--- src/include/ris_pkg.sv ---
/*
  Package for the reset initialization sequencer: timing counts, strap layout,
  state codes and the carriers that group related signals.
  Assumes a single 25 MHz ref_clk domain; no other package is needed.
*/
package ris_pkg;

  // Clock rate of ref_clk
  localparam int unsigned REF_CLK_HZ       = 25_000_000;
  localparam int unsigned REF_PERIOD_PS    = 40_000;

  // Reset qualification and stretch figures, in sync-clock periods; setup in primary clock periods
  localparam int unsigned QUAL_PERIODS     = 32;
  localparam int unsigned POR_PERIODS      = 32;
  localparam int unsigned STRETCH_PERIODS  = 512;
  localparam int unsigned SOFT_LAG_PERIODS = 16;
  localparam int unsigned SETUP_PERIODS    = 4;
  localparam int unsigned REDRIVE_PERIODS  = 1;

  // Release of strap pins after hard reset assertion, longest time
  localparam int unsigned CFG_OFF_NS       = 4;
  localparam int unsigned CFG_OFF_CYC_RAW  = (CFG_OFF_NS * 1000) / REF_PERIOD_PS;
  localparam int unsigned CFG_OFF_CYC      = (CFG_OFF_CYC_RAW < 1) ? 1 : CFG_OFF_CYC_RAW;

  // Strap layout: boot source in [3:1], clock divide in [0]
  localparam int unsigned BOOT_SRC_W       = 3;
  localparam int unsigned CFG_W            = 4;
  localparam int unsigned CFG_DIV_BIT      = 0;
  localparam int unsigned CFG_BOOT_LSB     = 1;
  localparam logic [3:0]  CFG_RST_VAL      = 4'h0;

  // Pin synchroniser reset: clocks low, power-on reset asserted, lines released
  localparam logic [8:0]  PIN_SYNC_RST     = 9'h030;

  // Sync-clock divider: divide by 2 or by 1 of the primary clock tick
  localparam int unsigned DIV_W            = 2;
  localparam logic [1:0]  DIV_ONE          = 2'h0;
  localparam logic [1:0]  DIV_TWO          = 2'h1;

  // Counter width for the longest count
  localparam int unsigned CNT_W            = 10;

  // Sequencer states
  typedef enum logic [5:0] {
    RIS_POR     = 6'h01,
    RIS_RUN     = 6'h02,
    RIS_STRETCH = 6'h04,
    RIS_SOFTLAG = 6'h08,
    RIS_REDRIVE = 6'h10,
    RIS_WAITREL = 6'h20
  } ris_state_t;

  // Open-drain pin carrier: drive-low enables for the hard and soft lines
  typedef struct packed {
    logic hard_low_oe;
    logic soft_low_oe;
  } ris_rst_drv_t;

  // Strap pin carrier
  typedef struct packed {
    logic [2:0] boot_src;
    logic       clk_div;
  } ris_cfg_t;

endpackage

--- src/core/ris_qual_cnt.sv ---
/*
  Saturating qualification counter: counts ticks while a request level holds
  and flags once the count reaches a limit.
  Assumes tick and req are already synchronous to clk.
*/
`timescale 1ns/10ps
module ris_qual_cnt #(
  parameter int unsigned W     = 6,
  parameter int unsigned LIMIT = 32
) (
  // Clock and control
  input  wire logic         clk,
  input  wire logic         rst,
  input  wire logic         ce,
  // Request and tick
  input  wire logic         req,
  input  wire logic         tick,
  // Result
  output logic              done
);

  logic [W-1:0] cnt_r;
  logic [W-1:0] cnt_nxt;
  logic         done_r;
  wire          at_limit = (cnt_r >= W'(LIMIT));

  // Restart on any drop of the request, saturate at the limit
  assign cnt_nxt = !req ? '0 : (tick && !at_limit) ? cnt_r + 1'b1 : cnt_r;

  // Count register
  always_ff @(posedge clk)
  begin
    if (rst)
      cnt_r <= '0;
    else if (ce)
      cnt_r <= cnt_nxt;
  end

  // Done flag
  always_ff @(posedge clk)
  begin
    if (rst)
      done_r <= 1'b0;
    else if (ce)
      done_r <= req && (cnt_nxt >= W'(LIMIT));
  end

  assign done = done_r;

endmodule

--- src/core/ris_reset_seq.sv ---
/*
  Reset initialization sequencer: acts on power-on at once, qualifies hard and soft reset,
  stretches its own open-drain reset outputs, samples strap pins at power-on
  release and releases and re-takes them around hard reset.
  Assumes board pins are asynchronous to ref_clk and that the primary and bus
  clock inputs are slow enough to be sampled as levels by ref_clk.
*/
`timescale 1ns/10ps
module ris_reset_seq (
  // Clock, reset and enable
  input  wire logic                 ref_clk,
  input  wire logic                 sys_rst,
  input  wire logic                 clk_en,
  // Mode and clock sources
  input  wire logic                 host_mode,
  input  wire logic                 primary_clock_in,
  input  wire logic                 bus_clock_in,
  // Power-on reset, active low
  input  wire logic                 power_on_reset_in_n,
  // Open-drain reset lines, active low
  input  wire logic                 hard_reset_line_n_in,
  input  wire logic                 soft_reset_line_n_in,
  output ris_pkg::ris_rst_drv_t     rst_drv,
  // Strap pins, shared with device outputs
  input  wire ris_pkg::ris_cfg_t    cfg_in,
  output ris_pkg::ris_cfg_t         cfg_out,
  output logic                      cfg_oe,
  // Sampled strap values and status
  output ris_pkg::ris_cfg_t         cfg_latched,
  output logic                      core_reset,
  output logic                      sync_tick
);

  // Two-flop synchronisers for every pin input except the mode strap
  logic [5+ris_pkg::CFG_W-1:0] s1_r;
  logic [5+ris_pkg::CFG_W-1:0] s2_r;

  always_ff @(posedge ref_clk)
  begin
    if (sys_rst)
    begin
      s1_r <= ris_pkg::PIN_SYNC_RST; // Power-on held until the pin is really seen
      s2_r <= ris_pkg::PIN_SYNC_RST;
    end
    else if (clk_en)
    begin
      s1_r <= {primary_clock_in, bus_clock_in, power_on_reset_in_n, hard_reset_line_n_in,
               soft_reset_line_n_in, cfg_in};
      s2_r <= s1_r;
    end
  end

  // Mode strap synchroniser, left unreset so it has settled when reset ends
  logic [1:0] mode_sync_r;

  always_ff @(posedge ref_clk)
  begin
    if (clk_en)
      mode_sync_r <= {mode_sync_r[0], host_mode};
  end

  wire               host_s  = mode_sync_r[1];
  wire               pclk_s  = s2_r[8];
  wire               bclk_s  = s2_r[7];
  wire               por_a   = !s2_r[6];
  wire               hard_a  = !s2_r[5];
  wire               soft_a  = !s2_r[4];
  ris_pkg::ris_cfg_t cfg_s;
  assign cfg_s = s2_r[3:0];

  // Rising-edge detection of the chosen primary clock
  logic src_d_r;
  wire  src_s   = host_s ? pclk_s : bclk_s;
  wire  src_rise = src_s && !src_d_r;

  always_ff @(posedge ref_clk)
  begin
    if (sys_rst)
      src_d_r <= 1'b0;
    else if (clk_en)
      src_d_r <= src_s;
  end

  // Sync-clock tick: in host mode divided per sampled strap
  logic [ris_pkg::DIV_W-1:0] div_cnt_r;
  logic                      tick_r;
  wire  [ris_pkg::DIV_W-1:0] div_lim = (host_s && cfg_latched.clk_div) ? ris_pkg::DIV_TWO
                                                                           : ris_pkg::DIV_ONE;
  wire                       div_wrap = src_rise && (div_cnt_r >= div_lim);
  wire                       tick = host_s ? div_wrap : src_rise;

  always_ff @(posedge ref_clk)
  begin
    if (sys_rst)
    begin
      div_cnt_r <= '0;
      tick_r    <= 1'b0;
    end
    else if (clk_en)
    begin
      div_cnt_r <= div_wrap ? '0 : src_rise ? div_cnt_r + 1'b1 : div_cnt_r;
      tick_r    <= tick;
    end
  end
  assign sync_tick = tick_r;

  // Power-on setup window: last straps seen 4 clocks before release count
  localparam int unsigned SW = ris_pkg::SETUP_PERIODS;
  ris_pkg::ris_cfg_t cfg_hist_r [SW];
  ris_pkg::ris_cfg_t cfg_lat_r;
  logic              por_d_r;

  always_ff @(posedge ref_clk)
  begin
    if (sys_rst)
    begin
      for (int i = 0; i < SW; i++)
        cfg_hist_r[i] <= ris_pkg::CFG_RST_VAL;
      cfg_lat_r <= ris_pkg::CFG_RST_VAL;
      por_d_r   <= 1'b1;
    end
    else if (clk_en)
    begin
      por_d_r <= por_a;
      if (src_rise)
      begin
        cfg_hist_r[0] <= cfg_s;
        for (int i = 1; i < SW; i++)
          cfg_hist_r[i] <= cfg_hist_r[i-1];
      end
      if (por_d_r && !por_a)
        cfg_lat_r <= cfg_hist_r[SW-1];
    end
  end
  assign cfg_latched = cfg_lat_r;

  // Sequencer state and counter
  ris_pkg::ris_state_t          st_r;
  ris_pkg::ris_state_t          st_nxt;
  logic [ris_pkg::CNT_W-1:0]    cnt_r;
  logic [ris_pkg::CNT_W-1:0]    cnt_nxt;
  logic                         drv_hard;
  logic                         drv_soft;

  // Qualification of hard and soft reset requests; our own low drive is no request
  logic hs_qual;
  wire  qual_req = (hard_a || soft_a) && !drv_soft;
  ris_qual_cnt #(
    .W     (6),
    .LIMIT (ris_pkg::QUAL_PERIODS)
  ) u_qual (
    .clk   (ref_clk),
    .rst   (sys_rst),
    .ce    (clk_en),
    .req   (qual_req),
    .tick  (tick),
    .done  (hs_qual)
  );

  assign drv_hard = (st_r == ris_pkg::RIS_STRETCH);
  assign drv_soft = (st_r == ris_pkg::RIS_STRETCH) || (st_r == ris_pkg::RIS_SOFTLAG);

  always_comb
  begin
    st_nxt  = st_r;
    cnt_nxt = cnt_r;
    if (por_a)
    begin
      st_nxt  = ris_pkg::RIS_POR;
      cnt_nxt = '0;
    end
    else
      case (st_r)
        ris_pkg::RIS_POR:
        begin
          st_nxt  = ris_pkg::RIS_STRETCH;
          cnt_nxt = '0;
        end
        ris_pkg::RIS_RUN:
          if (hs_qual)
          begin
            st_nxt  = ris_pkg::RIS_STRETCH;
            cnt_nxt = '0;
          end
        ris_pkg::RIS_STRETCH:
          if (tick)
          begin
            cnt_nxt = cnt_r + 1'b1;
            // One extra tick: the first may end only a partial period
            if (cnt_r == ris_pkg::CNT_W'(ris_pkg::STRETCH_PERIODS))
            begin
              st_nxt  = ris_pkg::RIS_SOFTLAG;
              cnt_nxt = '0;
            end
          end
        ris_pkg::RIS_SOFTLAG:
          if (tick)
          begin
            cnt_nxt = cnt_r + 1'b1;
            if (cnt_r == ris_pkg::CNT_W'(ris_pkg::SOFT_LAG_PERIODS - 1))
            begin
              st_nxt  = ris_pkg::RIS_WAITREL;
              cnt_nxt = '0;
            end
          end
        ris_pkg::RIS_WAITREL:
          if (!hard_a && !soft_a)
            st_nxt = ris_pkg::RIS_REDRIVE;
        ris_pkg::RIS_REDRIVE:
          if (tick)
            st_nxt = ris_pkg::RIS_RUN;
        default:
          st_nxt = ris_pkg::RIS_POR;
      endcase
  end

  always_ff @(posedge ref_clk)
  begin
    if (sys_rst)
    begin
      st_r  <= ris_pkg::RIS_POR;
      cnt_r <= '0;
    end
    else if (clk_en)
    begin
      st_r  <= st_nxt;
      cnt_r <= cnt_nxt;
    end
  end

  // Ticks since hard reset was last low; two edges guarantee one full period
  wire        hard_any = drv_hard || hard_a;
  logic [1:0] redrive_r;
  wire        redrive_ok = (redrive_r > 2'(ris_pkg::REDRIVE_PERIODS));

  always_ff @(posedge ref_clk)
  begin
    if (sys_rst)
      redrive_r <= 2'h0;
    else if (clk_en)
      redrive_r <= hard_any ? 2'h0 : (tick && !redrive_ok) ? redrive_r + 2'h1 : redrive_r;
  end

  // Outputs: open-drain low drive, strap pin drive, core reset
  wire cfg_oe_nxt = (st_nxt == ris_pkg::RIS_RUN) && !hard_any && redrive_ok;

  always_ff @(posedge ref_clk)
  begin
    if (sys_rst)
    begin
      rst_drv    <= '0;
      cfg_out    <= ris_pkg::CFG_RST_VAL;
      cfg_oe     <= 1'b0;
      core_reset <= 1'b1;
    end
    else if (clk_en)
    begin
      rst_drv.hard_low_oe <= (st_nxt == ris_pkg::RIS_STRETCH);
      rst_drv.soft_low_oe <= (st_nxt == ris_pkg::RIS_STRETCH) || (st_nxt == ris_pkg::RIS_SOFTLAG);
      cfg_out    <= cfg_lat_r;
      cfg_oe     <= cfg_oe_nxt;
      core_reset <= (st_nxt != ris_pkg::RIS_RUN);
    end
  end

endmodule

--- config.mk ---
export PLATFORM = sky130hd
export DESIGN_NAME = ris_reset_seq
export DESIGN_NICKNAME = d
export VERILOG_FILES = /design/src/include/ris_pkg.sv /design/src/core/ris_qual_cnt.sv /design/src/core/ris_reset_seq.sv
export SDC_FILE = /design/constraint.sdc
export NUM_CORES = 1
export LEC_CHECK = 0
export BUFFER_PORTS_ARGS = -buffer_cell sky130_fd_sc_hd__clkbuf_2
export CAP_MARGIN = 20
export CORE_ASPECT_RATIO = 0.7
export CORE_MARGIN = 2
export CORE_UTILIZATION = 50
export CTS_CLUSTER_SIZE = 10
export DETAILED_ROUTE_END_ITERATION = 10
export MAX_ROUTING_LAYER = met4
export PLACE_DENSITY = 0.72
export SYNTH_ARGS = -nofsm -noshare
export SYNTH_HDL_FRONTEND = slang
export SYNTH_SLANG_ARGS = --single-unit
--- constraint.sdc ---
create_clock -name ref_clk -period 3.3 [get_ports ref_clk]
set_clock_uncertainty 0.2 [all_clocks]
set_input_delay 0.66 -clock ref_clk [delete_from_list [all_inputs] [get_ports ref_clk]]
set_output_delay 0.66 -clock ref_clk [all_outputs]
set_load 0.02 [all_outputs]
==> impl_metrics.ini <==
[status]
status = complete, no violations

[worst_setup_path]
worstSetupPathType = register to register
path_max_fanout = 18
cpMaxStageDelayCell = or4_4
startpoint_type = register
crit_family = simple AND/OR/NAND/NOR gates
cpPeakStageDelay_ns = 0.58
path_cells = and2_2, ha_1, and4bb_1, o311ai_4, a31oi_4, or4_4, a221oi_2
worstPathArrival_ns = 2.92
end_kind = register
crit_required_ns = 3.36
cp_num_buf_inv = 0

[power]
power_per_cell_area_mw_per_mm2 = 431
power_mw = 1.74
ir_drop_mv = 0.244
leakagePower_nw = 1.55

[timing]
finalMaxSlewViolations = 0
hold_viol = 0
setup_tns_ns = 0
min_period_ns = 2.86
max_slew_margin_pct = 54.1
worstMarginPinSlew_ns = 0.687
timing.final.crit_share_pct = 86.6
max_freq_mhz = 350
setup_viol = 0
rsz0062_at_grt = false

[synth]
yosys-mux-area-fraction_pct = 7.97
synth_fp_nets = 381
synth_edf_count = 18
synth_area_leaders = dfxtp_1, edfxtp_1, mux2i_1
synthAdderAreaFrac_pct = 2.03
ys_seq_area_share_pct = 47.2
ys_ff_latch = 78
synth-simple-area-share_pct = 21.7
netlist_instances = 362
synthMostInstantiatedCell = dfxtp_1
ys_async_sr_fraction_pct = 0
yosys.area.top_type = dfxtp_1
avgSynthCellArea_um2 = 10.2
synth_warnings = 0
synth_top_family_by_area = simple AND/OR/NAND/NOR gates
synth_compound_area_share_pct = 14.8
ys_types = 63
syn_area_mm2 = 0.00369
synth-xor-area-share_pct = 2.10
synth_common_cells = dfxtp_1, nor2_1, mux2i_1
yosysTopAreaCellShare_pct = 32.5
synthFlopType = dfxtp_1

[placed_design]
place_hpwl_mm = 4.89
place_inst = 472
gp_congestion = 0.897
io_buffers = 25

[clock_network]
cts_resized = 0
clk_pin_slew_ns = 0.08
cts_setup_buffers = 0
htreeDepth = 3
clk_latency_ns = 0.35
hold_buffers = 0
cts_max_path_buffers = 2
root_buffer = clkbuf_8
cts_tree = done
cts_made_buffers = 9
clock_sinks = 78

[drt]
first_pass_iters = 4
first_iter_violations = 125
vias_per_cell = 5.54
wl_mm = 6.98
wire_per_inst_um = 14.3
num_vias = 2703
drc_errors = 0
ant_nets = 0

[global_routing]
grtUsageMet2_pct = 27.4
antenna_found_initial = 0
top_usage_layer = met2
grt_start_max_net_pins = 48
grt_pass1_wl_mm = 11.6
grt_overflow_total = 0
track_usage_pct = 18.8
first_global_vias = 2456
grt_use_met1_pct = 25.9
use_met3_pct = 5.05

[layout]
final_cell_count_no_fill = 488
fillerInstances = 658
num_antenna_cells = 0
nNetsFinal = 404
drive_gt1_share_pct = 21.0
synthToLayoutAreaGrowth_pct = 9.80

[die]
core-area_mm2 = 0.00722
rows = 26
start_util_pct = 51.1
die_w_um = 107
fp.dieArea_mm2 = 0.00810
die_y_um = 75.9
pin_count = 26

[run]
maxCapViolations = 0

[worst_hold_path]
hold_path_class = register to register
-- metal layers --
metal,part of all wire [%],up-vias,wire length (µm)
met4,0.83,0,58
met3,5.4,8,376
li1,-,1353,-
met5,0,-,0
met1,52,1274,3640
met2,42,68,2910
-- cells by family (layout without fill, tap and decap cells) --
family | after synthesis | after routing
AOI/OAI and AO/OA | 66 | 66
xor gates and xnor gates | 8 | 8
adders and majority gates | 6 | 6
buffers and inverters | 32 | 60
DFF | 78 | 78
muxes | 29 | 29
and+or+nand+nor | 143 | 143
-- cell type report --
class | instances | area (µm²) | area share, %
repair buffers | 32 | 178 | 4.38
well taps | 98 | 123 | 3.03
clock buffers | 9 | 124 | 3.06
flip-flops and latches | 78 | 1740 | 43.0
inverters | 12 | 45.0 | 1.11
multi-input cells | 252 | 1800 | 44.3
clock inverters | 7 | 46.3 | 1.14
-- path summary, 6_finish.rpt --
| kind | startpoint | end | slack, ns | cells past startpoint |
|---|---|---|---|---|
| worst max register to register | mode_sync_r[1] | cnt_r[9] | 0.44 | 7 |
| worst max-delay path | mode_sync_r[1] | cnt_r[9] | 0.44 | 7 |
| worst min-delay path | mode_sync_r[0] | mode_sync_r[1] | 0.24 | 0 |
| worst min register to register | mode_sync_r[0] | mode_sync_r[1] | 0.24 | 0 |
-- where the power goes --
group	switching (mW)	leakage, nW	total [mW]	internal (mW)
Clock	0.349	0.0835	0.622	0.273
Combinational	0.0682	0.799	0.108	0.0396
Sequential	0.0149	0.672	1.02	1.00
-- registers in the layout, summed over array words and instances (netlist names) --
register,flops
rst_drv,2
redrive_r,2
por_d_r,1
s1_r,9
cfg_out,4
st_r,6
cfg_oe,1
src_d_r,1
div_cnt_r,2
core_reset,1
cfg_latched,4
mode_sync_r,2
cnt_r,10
s2_r,9
cfg_hist_r,16
sync_tick,1
u_qual.done,1
u_qual.cnt_r,6
-- per-stage QoR --
stage	hold slack [ns]	instance area, µm²	setup WS [ns]	util, %
3_5_place_dp	0.217	3880	0.468	53.8
3_3_place_gp	0.202	3880	0.554	53.8
5_1_grt	0.268	4050	0.309	56.1
4_1_cts	0.238	4050	0.431	56.1
6_report	0.240	4050	0.441	56.1
2_1_floorplan	0.200	3690	0.717	-
-- placed cells by master (no fill, tap or decap), drive strengths merged, types with 3 or more instances in the layout --
master    n
dfxtp    60
nor2     43
clkbuf   34
mux2i    29
nand2    26
edfxtp   18
and2     17
o21ai    17
a21oi    15
inv      13
nand3    10
nor2b     8
a221oi    8
buf       7
or3       7
ha        6
nor3      6
or4       6
xnor2     5
o31ai     5
nor4      5
nand4     4
clkinv    4
a211oi    4
o2111ai   3
xor2      3
No activity file was read; power rests on OpenSTA's default activity.
